--- src/verilog/crf_pkg.sv ---
// package: register file, status flag and bus map constants
package crf_pkg;
	localparam int NREGS = 32;
	localparam int DW = 8;
	localparam int RAW = 5;
	// status flag bit positions
	localparam int SF_I = 7;
	localparam int SF_T = 6;
	localparam int SF_H = 5;
	localparam int SF_S = 4;
	localparam int SF_V = 3;
	localparam int SF_N = 2;
	localparam int SF_Z = 1;
	localparam int SF_C = 0;
	localparam logic [7:0] SF_RESET = 8'h00;
	// pointer pair base register numbers
	localparam logic [4:0] PTR_X = 5'h1a;
	localparam logic [4:0] PTR_Y = 5'h1c;
	localparam logic [4:0] PTR_Z = 5'h1e;
	// data space map
	localparam logic [15:0] DS_REG_LAST = 16'h001f;
	localparam logic [15:0] DS_IO_FIRST = 16'h0020;
	localparam logic [15:0] DS_IO_LAST = 16'h005f;
	localparam int IO_SIZE = 64;
	// apb map: status word, pointer words, then register file words
	localparam logic [11:0] A_STATUS = 12'h000;
	localparam logic [11:0] A_PTRS = 12'h004;
	localparam logic [11:0] A_IRQ = 12'h008;
	localparam logic [11:0] A_RF_BASE = 12'h080;
	localparam logic [11:0] A_RF_LAST = 12'h0fc;

	typedef enum logic [3:0] {
		CRF_ADD, CRF_ADC, CRF_SUB, CRF_SBC, CRF_AND, CRF_OR, CRF_EOR,
		CRF_COM, CRF_NEG, CRF_INC, CRF_DEC, CRF_MOV, CRF_LSR, CRF_ADIW,
		CRF_NOP
	} crf_alu_op_t;

	typedef enum logic [2:0] {
		CRF_SF_NONE, CRF_SF_SEI, CRF_SF_CLI, CRF_SF_BST, CRF_SF_BLD,
		CRF_SF_INTERRUPT_RETURN_OP
	} crf_sf_op_t;

	typedef struct packed {
		logic valid;
		crf_alu_op_t op;
		crf_sf_op_t sf_op;
		logic use_imm;
		logic [7:0] imm;
		logic [4:0] rd;
		logic [4:0] rr;
		logic [2:0] bitsel;
		logic wide;
	} crf_instr_t;
endpackage

--- src/verilog/crf_core.sv ---
// core register file, alu writeback, status flags and pointers
//
// Contract
// - fetch next instruction while current executes
// - 32 registers, 8 bits, single-cycle access
// - read two operands, write result same cycle
// - registers 0x1a-0x1f form three pointers
// - z pointer addresses flash lookup tables
// - alu ops register-register, immediate, single operand
// - flags updated after every alu operation except mov
// - status not saved or restored on interrupt
// - bit 7 zero blocks every interrupt
// - interrupt taken clears, return sets, bit 7
// - set and clear enable instructions
// - bit 6 copy store for bit ops
// - bit 5 half carry from nibble
// - bit 4 sign equals n xor v
// - bit 3 two's complement overflow
// - bit 2 negative result
// - bit 1 zero result
// - bit 0 carry
// - four read/write port schemes supported; the core has three, adiw being its only 16-bit result
// - registers mapped at data 0x00-0x1f
// - io space 64 at data 0x20-0x5f
// - lowest vector pending interrupt served first
//
// The register addresses and the APB register port were left to the implementer.
module crf_core
	import crf_pkg::*;
#(
	parameter int NIRQ = 8,
	parameter int PAW = 16
) (
	input wire logic i_clk,
	input wire logic i_rst,
	// program fetch
	output logic [PAW-1:0] o_fetch_addr,
	input wire logic [15:0] i_fetch_data,
	input wire logic i_advance,
	output logic [15:0] o_instr_word,
	// decoded instruction
	input wire crf_instr_t i_instr,
	// data space access
	input wire logic i_ds_rd,
	input wire logic i_ds_wr,
	input wire logic [15:0] i_ds_addr,
	input wire logic [7:0] i_ds_wdata,
	output logic [7:0] o_ds_rdata,
	output logic o_ds_is_io,
	output logic [5:0] o_io_addr,
	// pointers
	output logic [15:0] o_ptr_x,
	output logic [15:0] o_ptr_y,
	output logic [15:0] o_ptr_z,
	output logic [15:0] o_lpm_addr,
	// interrupts
	input wire logic [NIRQ-1:0] i_irq_pend,
	output logic o_irq_take,
	output logic [$clog2(NIRQ)-1:0] o_irq_num,
	// status
	output logic [7:0] o_status_flags,
	// apb
	input wire logic i_psel,
	input wire logic i_penable,
	input wire logic i_pwrite,
	input wire logic [11:0] i_paddr,
	input wire logic [31:0] i_pwdata,
	output logic [31:0] o_prdata,
	output logic o_pready,
	output logic o_pslverr
);
	////////////////////////////////////////////////////////////////////////
	logic [7:0] regs [NREGS];
	logic [7:0] status_flags_reg;
	logic [15:0] instr_reg;
	logic [PAW-1:0] pc_reg;
	logic [7:0] op_a;
	logic [7:0] op_b;
	logic [7:0] res;
	logic [7:0] res_hi;
	logic [7:0] flags_next;
	logic wr_en;
	logic wr_wide;
	logic irq_any;
	logic apb_wr;
	logic apb_rf_wr;
	logic [4:0] apb_idx;
	localparam int IRQW = $clog2(NIRQ);

	// bytes come in as arguments so the pointer assigns follow every write
	function automatic logic [15:0] pair(input logic [7:0] lo,
		input logic [7:0] hi);
		pair = {hi, lo};
	endfunction

	////////////////////////////////////////////////////////////////////////
	// fetch overlaps execution: next word is registered while current runs
	always_ff @(posedge i_clk) begin
		if (i_rst) begin
			pc_reg <= '0;
			instr_reg <= 16'h0000;
		end else if (i_advance) begin
			pc_reg <= pc_reg + PAW'(1);
			instr_reg <= i_fetch_data;
		end
	end
	assign o_fetch_addr = pc_reg;
	assign o_instr_word = instr_reg;

	////////////////////////////////////////////////////////////////////////
	// combinational operand read, one write port per cycle
	assign op_a = regs[i_instr.rd];
	assign op_b = i_instr.use_imm ? i_instr.imm : regs[i_instr.rr];

	always_comb begin
		logic [8:0] sum;
		logic [16:0] w;
		logic cin;
		sum = 9'h000;
		w = 17'h00000;
		cin = status_flags_reg[SF_C];
		res = op_a;
		res_hi = 8'h00;
		flags_next = status_flags_reg;
		wr_en = i_instr.valid;
		wr_wide = 1'b0;
		case (i_instr.op)
		CRF_ADD, CRF_ADC: begin
			sum = {1'b0, op_a} + {1'b0, op_b} +
				{8'h00, (i_instr.op == CRF_ADC) & cin};
			res = sum[7:0];
			flags_next[SF_C] = sum[8];
			flags_next[SF_H] = (op_a[3] & op_b[3]) | (op_b[3] & ~res[3]) |
				(~res[3] & op_a[3]);
			flags_next[SF_V] = (op_a[7] & op_b[7] & ~res[7]) |
				(~op_a[7] & ~op_b[7] & res[7]);
		end
		CRF_SUB, CRF_SBC: begin
			sum = {1'b0, op_a} - {1'b0, op_b} -
				{8'h00, (i_instr.op == CRF_SBC) & cin};
			res = sum[7:0];
			flags_next[SF_C] = sum[8];
			flags_next[SF_H] = (~op_a[3] & op_b[3]) | (op_b[3] & res[3]) |
				(res[3] & ~op_a[3]);
			flags_next[SF_V] = (op_a[7] & ~op_b[7] & ~res[7]) |
				(~op_a[7] & op_b[7] & res[7]);
		end
		CRF_AND, CRF_OR, CRF_EOR: begin
			res = (i_instr.op == CRF_AND) ? (op_a & op_b) :
				(i_instr.op == CRF_OR) ? (op_a | op_b) : (op_a ^ op_b);
			flags_next[SF_V] = 1'b0;
		end
		CRF_COM: begin
			res = ~op_a;
			flags_next[SF_V] = 1'b0;
			flags_next[SF_C] = 1'b1;
		end
		CRF_NEG: begin
			res = 8'h00 - op_a;
			flags_next[SF_C] = (res != 8'h00);
			flags_next[SF_V] = (res == 8'h80);
			flags_next[SF_H] = res[3] | op_a[3];
		end
		CRF_INC, CRF_DEC: begin
			res = (i_instr.op == CRF_INC) ? op_a + 8'h01 : op_a - 8'h01;
			flags_next[SF_V] = (i_instr.op == CRF_INC) ?
				(op_a == 8'h7f) : (op_a == 8'h80);
		end
		CRF_LSR: begin
			res = {1'b0, op_a[7:1]};
			flags_next[SF_C] = op_a[0];
			flags_next[SF_V] = op_a[0];
		end
		CRF_ADIW: begin
			// two 8-bit reads of the pair, one 16-bit result written back
			w = {1'b0, regs[i_instr.rd + 5'd1], op_a} +
				{11'h000, i_instr.imm[5:0]};
			res = w[7:0];
			res_hi = w[15:8];
			wr_wide = 1'b1;
			flags_next[SF_C] = w[16];
			flags_next[SF_V] = ~regs[i_instr.rd + 5'd1][7] & w[15];
		end
		CRF_MOV: begin
			res = op_b;
		end
		default: begin
			wr_en = 1'b0;
		end
		endcase
		if (i_instr.op != CRF_MOV && i_instr.op != CRF_NOP) begin
			flags_next[SF_N] = wr_wide ? res_hi[7] : res[7];
			flags_next[SF_Z] = wr_wide ? ({res_hi, res} == 16'h0000) :
				(res == 8'h00);
			flags_next[SF_S] = flags_next[SF_N] ^ flags_next[SF_V];
		end
		if (i_instr.sf_op == CRF_SF_BLD) begin
			res = op_a;
			res[i_instr.bitsel] = status_flags_reg[SF_T];
			wr_en = i_instr.valid;
		end
		if (!i_instr.valid) begin
			flags_next = status_flags_reg;
		end
	end

	////////////////////////////////////////////////////////////////////////
	// apb decode, zero wait states
	assign o_pready = 1'b1;
	assign apb_wr = i_psel & i_penable & i_pwrite;
	assign apb_rf_wr = apb_wr & (i_paddr >= A_RF_BASE) &
		(i_paddr <= A_RF_LAST) & (i_paddr[1:0] == 2'b00);
	assign apb_idx = i_paddr[6:2];
	assign o_pslverr = i_psel & i_penable &
		!((i_paddr == A_STATUS) || (i_paddr == A_PTRS) ||
		(i_paddr == A_IRQ) || ((i_paddr >= A_RF_BASE) &&
		(i_paddr <= A_RF_LAST) && (i_paddr[1:0] == 2'b00)));

	always_comb begin
		o_prdata = 32'h00000000;
		if (i_paddr == A_STATUS) begin
			o_prdata = {24'h000000, status_flags_reg};
		end else if (i_paddr == A_PTRS) begin
			o_prdata = {o_ptr_y, o_ptr_x};
		end else if (i_paddr == A_IRQ) begin
			o_prdata = {16'h0000, o_ptr_z};
		end else if (i_paddr >= A_RF_BASE && i_paddr <= A_RF_LAST) begin
			o_prdata = {24'h000000, regs[apb_idx]};
		end
	end

	////////////////////////////////////////////////////////////////////////
	// register file write: alu result, data space store, then apb
	logic ds_reg_hit;
	assign ds_reg_hit = i_ds_addr <= DS_REG_LAST;

	always_ff @(posedge i_clk) begin
		if (i_rst) begin
			for (int k = 0; k < NREGS; k++) begin
				regs[k] <= 8'h00;
			end
		end else if (wr_en) begin
			regs[i_instr.rd] <= res;
			if (wr_wide) begin
				regs[i_instr.rd + 5'd1] <= res_hi;
			end
		end else if (i_ds_wr && ds_reg_hit) begin
			regs[i_ds_addr[4:0]] <= i_ds_wdata;
		end else if (apb_rf_wr) begin
			regs[apb_idx] <= i_pwdata[7:0];
		end
	end

	assign o_ds_rdata = (i_ds_rd && ds_reg_hit) ? regs[i_ds_addr[4:0]] :
		8'h00;
	assign o_ds_is_io = (i_ds_addr >= DS_IO_FIRST) &&
		(i_ds_addr <= DS_IO_LAST);
	assign o_io_addr = 6'(i_ds_addr - DS_IO_FIRST);

	assign o_ptr_x = pair(regs[PTR_X], regs[PTR_X + 5'd1]);
	assign o_ptr_y = pair(regs[PTR_Y], regs[PTR_Y + 5'd1]);
	assign o_ptr_z = pair(regs[PTR_Z], regs[PTR_Z + 5'd1]);
	assign o_lpm_addr = o_ptr_z;

	////////////////////////////////////////////////////////////////////////
	// interrupt pick: lowest index is lowest vector address
	always_comb begin
		o_irq_num = '0;
		for (int k = NIRQ - 1; k >= 0; k--) begin
			if (i_irq_pend[k]) begin
				o_irq_num = IRQW'(k);
			end
		end
	end
	assign irq_any = |i_irq_pend;
	// gated by the enable; a cli in flight also blocks the take
	assign o_irq_take = irq_any & status_flags_reg[SF_I] &
		!(i_instr.valid && i_instr.sf_op == CRF_SF_CLI);

	////////////////////////////////////////////////////////////////////////
	// status flags; no shadow copy is kept for interrupt entry
	always_ff @(posedge i_clk) begin
		if (i_rst) begin
			status_flags_reg <= SF_RESET;
		end else if (apb_wr && i_paddr == A_STATUS) begin
			status_flags_reg <= i_pwdata[7:0];
		end else begin
			status_flags_reg <= flags_next;
			if (i_instr.valid) begin
				case (i_instr.sf_op)
				CRF_SF_SEI: status_flags_reg[SF_I] <= 1'b1;
				CRF_SF_CLI: status_flags_reg[SF_I] <= 1'b0;
				CRF_SF_INTERRUPT_RETURN_OP: status_flags_reg[SF_I] <= 1'b1;
				CRF_SF_BST: status_flags_reg[SF_T] <=
					op_a[i_instr.bitsel];
				default: ;
				endcase
			end
			if (o_irq_take) begin
				status_flags_reg[SF_I] <= 1'b0;
			end
		end
	end
	assign o_status_flags = status_flags_reg;

	////////////////////////////////////////////////////////////////////////
	property p_sign;
		@(posedge i_clk) disable iff (i_rst)
		o_status_flags[SF_S] == (o_status_flags[SF_N] ^ o_status_flags[SF_V])
		|| $past(apb_wr);
	endproperty
	a_sign: assert property (p_sign)
		else $error("sign flag mismatch");

	property p_take_clears;
		@(posedge i_clk) disable iff (i_rst)
		o_irq_take && !apb_wr |=> !o_status_flags[SF_I];
	endproperty
	a_take_clears: assert property (p_take_clears)
		else $error("enable not cleared on take");

	property p_no_take;
		@(posedge i_clk) disable iff (i_rst)
		!o_status_flags[SF_I] |-> !o_irq_take;
	endproperty
	a_no_take: assert property (p_no_take)
		else $error("interrupt taken while disabled");

	property p_zero;
		@(posedge i_clk) disable iff (i_rst)
		i_instr.valid && i_instr.op == CRF_AND && !apb_wr &&
		i_instr.sf_op == CRF_SF_NONE && !o_irq_take
		|=> o_status_flags[SF_Z] == (regs[$past(i_instr.rd)] == 8'h00);
	endproperty
	a_zero: assert property (p_zero) else $error("zero flag wrong");

	logic [8:0] sum_chk;
	assign sum_chk = {1'b0, op_a} + {1'b0, op_b};
	property p_add_carry;
		@(posedge i_clk) disable iff (i_rst)
		i_instr.valid && i_instr.op == CRF_ADD && !apb_wr
		|=> o_status_flags[SF_C] == $past(sum_chk[8]);
	endproperty
	a_add_carry: assert property (p_add_carry)
		else $error("carry flag wrong");

	property p_sei;
		@(posedge i_clk) disable iff (i_rst)
		i_instr.valid && i_instr.sf_op == CRF_SF_SEI && !o_irq_take &&
		!apb_wr |=> o_status_flags[SF_I];
	endproperty
	a_sei: assert property (p_sei) else $error("sei did not set");

	property p_ptr_z;
		@(posedge i_clk) disable iff (i_rst)
		o_lpm_addr == {regs[5'h1f], regs[5'h1e]};
	endproperty
	a_ptr_z: assert property (p_ptr_z)
		else $error("z pointer wrong");

	property p_io_map;
		@(posedge i_clk) disable iff (i_rst)
		(i_ds_addr == 16'h0020) |-> o_ds_is_io && o_io_addr == 6'h00;
	endproperty
	a_io_map: assert property (p_io_map) else $error("io map wrong");

	property p_wb;
		@(posedge i_clk) disable iff (i_rst)
		i_instr.valid && i_instr.op == CRF_MOV && i_instr.use_imm &&
		i_instr.sf_op == CRF_SF_NONE |=> regs[$past(i_instr.rd)] ==
		$past(i_instr.imm);
	endproperty
	a_wb: assert property (p_wb) else $error("writeback missing");

	c_irq: cover property (@(posedge i_clk) disable iff (i_rst) o_irq_take);
	c_adiw: cover property (@(posedge i_clk) disable iff (i_rst)
		i_instr.valid && i_instr.op == CRF_ADIW);
	c_bld: cover property (@(posedge i_clk) disable iff (i_rst)
		i_instr.valid && i_instr.sf_op == CRF_SF_BLD);
endmodule

--- config.mk ---
export PLATFORM = sky130hd
export DESIGN_NAME = crf_core
export DESIGN_NICKNAME = d
export VERILOG_FILES = /design/src/verilog/crf_pkg.sv /design/src/verilog/crf_core.sv
export SDC_FILE = /design/constraint.sdc
export NUM_CORES = 1
export LEC_CHECK = 0
export BUFFER_PORTS_ARGS = -buffer_cell sky130_fd_sc_hd__buf_2
export CORE_ASPECT_RATIO = 1.1
export CORE_MARGIN = 2
export CORE_UTILIZATION = 50
export CTS_BUF_LIST = sky130_fd_sc_hd__clkbuf_4 sky130_fd_sc_hd__clkbuf_8
export DETAILED_ROUTE_END_ITERATION = 7
export PLACE_DENSITY = 0.69
export SYNTH_ARGS = -nofsm -noshare
export SYNTH_HDL_FRONTEND = slang
export SYNTH_SLANG_ARGS = --single-unit
export TNS_END_PERCENT = 100
--- constraint.sdc ---
create_clock -name i_clk -period 8.6 [get_ports i_clk]
set_clock_uncertainty 0.2 [all_clocks]
set_input_delay 1.29 -clock i_clk [delete_from_list [all_inputs] [get_ports i_clk]]
set_output_delay 1.29 -clock i_clk [all_outputs]
set_load 0.005 [all_outputs]
* Word level (Yosys, flattened, before mapping)
Memory sizes are Yosys's and may differ from the RTL's.
Cells that the tools add are included.
** Storage, ports and cells
- Output and inout bits :: 157
- Memories :: 1
- Register bits :: 40
- Word-level logic and storage cells :: 206
- RAM bits :: 256
** Cells by class
- Muxes and demuxes :: 72
- Bitwise logic cells :: 44
- Reductions and logical operators :: 39
- Eq/ne operators :: 25
- $lt $le $gt $ge :: 7
- Add/sub/neg operators :: 11
** Memory list
- regs :: words 32, bits a word 8, rd ports 11, clocked after Yosys merged registers in 0, wr ports 32, line crf_core.sv:73 : logic [7:0] regs [NREGS];
** Operator list (count)
- 2-to-1 mux 8 bit :: 13
- one-hot mux 8 bit (9 select lines) :: 1
- 2-to-1 mux 32 bit :: 2
- OR reduction 8 bit :: 5
- 2-to-1 mux 1 bit :: 33
- bitwise AND 1 bit :: 25
- equality test 4 bit, second input constant :: 6
- 2-to-1 mux 3 bit :: 8
- 2-to-1 mux 5 bit :: 4
- adder 16 x 6 -> 17 bit :: 1
- adder 16 x 1 -> 16 bit, second input constant :: 1
- equality test 4 x 3 -> 1 bit, second input constant :: 4
- equality test 8 bit, second input constant :: 2
- greater-or-equal comparator 16 x 6 -> 1 bit, second input constant :: 1
- <= comparator 16 x 5 -> 1 bit, second input constant :: 1
- <= comparator 16 x 7 -> 1 bit, second input constant :: 1
- zero test 16 bit :: 1
- 2-to-1 mux 16 bit :: 1
- OR reduction 14 bit :: 1
- equality test 12 x 3 -> 1 bit, second input constant :: 1
- equality test 12 x 4 -> 1 bit, second input constant :: 1
- greater-or-equal comparator 12 x 8 -> 1 bit, second input constant :: 1
- <= comparator 12 x 8 -> 1 bit, second input constant :: 1
- zero test 12 bit :: 1
- other kinds (48) :: 82

* Logic depth before layout (Yosys ltp)
- Depth after elaboration :: 12
- Mapped depth :: 27
- Depth with buffers taken out :: 23

* Worst setup path before layout
OpenSTA, ideal clock, no wires.
- Path kind :: input -> register
- Start :: input port i_instr[5] in the netlist's numbering
- End :: memory regs[10][7] (data pin)
- Buffers on the path :: 5
- Arrival time :: 6.615 ns
- Library setup time :: 0.275 ns
- Stages on the path :: 24
- Slack :: 1.510 ns
- Data required time :: 8.125 ns
- Cell sequence :: buf_2 buf_1 clkbuf_1 buf_2 mux4_2 a221oi_1 nand3_1 mux2_2 inv_1 ha_1 ha_1 o211ai_1 nand2_1 nor3_1 mux2i_1 a221oi_2 a21bo_1 or4_1 o21ai_2 a21oi_1 a21oi_2 a2bb2oi_4 buf_6 o22ai_2
** RTL lines
- start, declared :: line crf_core.sv:42 : input wire crf_instr_t i_instr,
- end, declared :: line crf_core.sv:73

==> flow_summary.ini <==
[status]
status = completed

[critical_path]
reg2reg_depth = 20
cp_max_fo = 32
required_ns = 8.77
end_kind = register
r2r_start = regs[23][1]
arrival_ns = 7.68
reg2reg_to = regs[5][3]
critPathKind = in2reg
startpoint = i_instr[4]
ff2ff_setup_slack_ns = 1.96
startpoint_type = input port

[synth]
synth_fa_ha_area_frac = 0.02884
dominantRegCellSynth = edfxtp_1
synth-xor-area-share = 0.01492
syn-num-nets = 2668
ys_warn_count = 0
synth_seq_cells = 296
ys_seq_area_frac = 0.3096
synth_top_family_by_area = multiplexers
synth-edff-count = 256
syn-cell-area_mm2 = 0.02742
post_synth.cell_area_avg_um2 = 11.06
synth_mux_area_frac = 0.3158
synth_compound_area_frac = 0.1653
yosysUniqueCellTypes = 90
async_flop_share = 0
yosys.area_share.simple = 0.1136
syn_inst = 2478

[timing]
worstMarginPinSlew_ns = 1.364
min_period_ns = 7.517
final.setup.tns_ns = 0
clock.fmax_ghz = 0.1330
rsz0062_at_grt = no
slew_headroom = 0.08999
final_max_slew_viol_count = 0
fin_crit_sh = 0.8741
hold_slack_ns = 0.2902
finalHoldViolCount = 0
finalSetupViolations = 0

[final_layout]
area_delta_synth_final_pct = 11.61
final_common_cell = mux4_2
drive_gt1_frac = 0.3159
layout_common_cells = mux4_2, edfxtp_1, buf_2, o22ai_1, nand2_1
fillers = 4767
nNetsFinal = 2852

[placed_design]
dp_hpwl_um = 100200
globalplace.congestion = 1.139
io_buffers = 261

[power]
peakVddDrop_v = 0.0001128
leakage_nw = 11.34
power.density_mw_per_mm2 = 157.3

[global_routing]
grt_pass1_wl_um = 187800
grt.total_usage = 0.4684
gr-total-overflow = 0
grt_pass1_vias = 25439
antenna_found_initial = 10
grt_max_degree = 61

[clock_tree]
clock-sinks = 296
clk_pin_slew_ns = 0.06
cts_root_buffer = clkbuf_8
clk_latency_ns = 0.66
cts_buffer_depth = 3
cts_max_level = 2
cts-buffers-inserted = 51
cts_tree = yes
holdBufCountCts = 0
post-cts-setup-buffers = 0
cts-resized-gates = 0

[floorplanning]
core_mm2 = 0.05450
die_h_um = 249.6
die-area_mm2 = 0.05672
dieWidth_um = 227.3
start_util = 0.5030
rows = 90
top_level_ports = 288

[worst_hold_path]
min_path_type = reg2reg
min_to = o_instr_word[4]
min_from = o_instr_word[4]
min_path_cells = 2

[job]
maxCapViolations = 0

[detailed_routing]
via_count = 26888
dr.first_iter.drc_count = 4952
routed_wl_um = 133400
routedWlPerCell_um = 38.72
drc = 0
first_pass_iters = 8
vias_per_cell = 7.807
ant_nets = 0
stage by stage:
step                std cells  setup WS [ns]    util  instance area (µm²)  total power, W
floorplan                2478          1.510       -                27420        0.002716
global placement         3345         0.7113  0.5411                29490        0.003327
detailed placement       3345         0.7284  0.5411                29490        0.003342
CTS                      3439          1.405  0.5612                30590        0.004731
global route             3441         0.8692  0.5613                30590        0.004912
finish                   3444          1.083  0.5614                30600        0.004812
per-layer routing:
| layer | global-route usage | routed length [µm] |
|---|---|---|
| met5 | 0 | 55 |
| met4 | 0.3496 | 12710 |
| met3 | 0.1392 | 18620 |
| met2 | 0.6761 | 57120 |
| met1 | 0.5931 | 44850 |
flip-flops by register name (all words and copies together) (netlist names):
name / cells
o_instr_word: 16
o_status_flags: 8
regs: 256
o_fetch_addr: 16
synthesized netlist by cell type, types with 36 or more instances:
cell,count,share of area
mux2i_1,163,0.060
nor2_1,150,0.021
nor3_1,36,0.0066
clkbuf_1,122,0.017
o22ai_1,242,0.055
a21oi_1,83,0.015
inv_1,40,0.0055
edfxtp_1,256,0.28
dfxtp_1,40,0.029
nand2_1,210,0.029
mux4_2,303,0.25
buf_1,41,0.0056
nand3_1,77,0.014
ha_1,52,0.024
a22oi_1,52,0.014
o21ai_0,51,0.0093
buf_2,37,0.0068
report_power, final:
part	total [W]	leakage, nW	switching, W	internal (W)
clock network	0.00142	0.573	0.000649	0.000769
logic	0.00167	7.80	0.00102	0.000648
registers	0.00172	2.96	0.000105	0.00162
worst max path at each step:
stage | endpoint | slack [ns]
floorplan | regs[10][7] | 1.51
global placement | regs[5][3] | 0.71
detailed placement | regs[5][3] | 0.73
CTS | regs[3][7] | 1.41
global route | regs[0][7] | 0.87
finish | regs[5][3] | 1.08
kinds of logic (layout without fill, tap and decap cells):
kind of cell / after synthesis / count (layout)
adders and majority gates: 59 / 59
and+or+nand+nor: 650 / 650
xor gates and xnor gates: 45 / 45
muxes: 484 / 484
DFF: 296 / 296
other: 1 / 6
AOI/OAI and AO/OA: 648 / 648
buffers and inverters: 295 / 520
worst max-delay path: stages:
cell and delay [ns]:
buf_4 0.57, mux4_2 0.59, a22oi_1 0.51, nand2_1 0.11, a21oi_1 0.68, o21ai_0 0.16
buf_4 0.20, ha_1 0.31, a21o_1 0.20, a21o_1 0.20, fa_1 0.50, a22o_1 0.26
a222oi_1 0.24, o2111ai_1 0.15, a221oi_1 0.22, o21ai_0 0.28, o22ai_1 0.35, o21ai_0 0.17
a21oi_2 0.22, buf_12 0.23, o22ai_1 0.13
cell type report:
cell class	count	area, µm²	area share
sequential	296	8488	0.2774
multi-input combinational	1887	17610	0.5754
inverter	48	182.7	0.005970
antenna	5	12.51	0.0004089
timing repair buffer	378	2293	0.07495
tap	736	920.9	0.03010
clock inverter	22	197.7	0.006461
clock buffer	72	897.1	0.02932
Power figures use the tool's default switching activity.
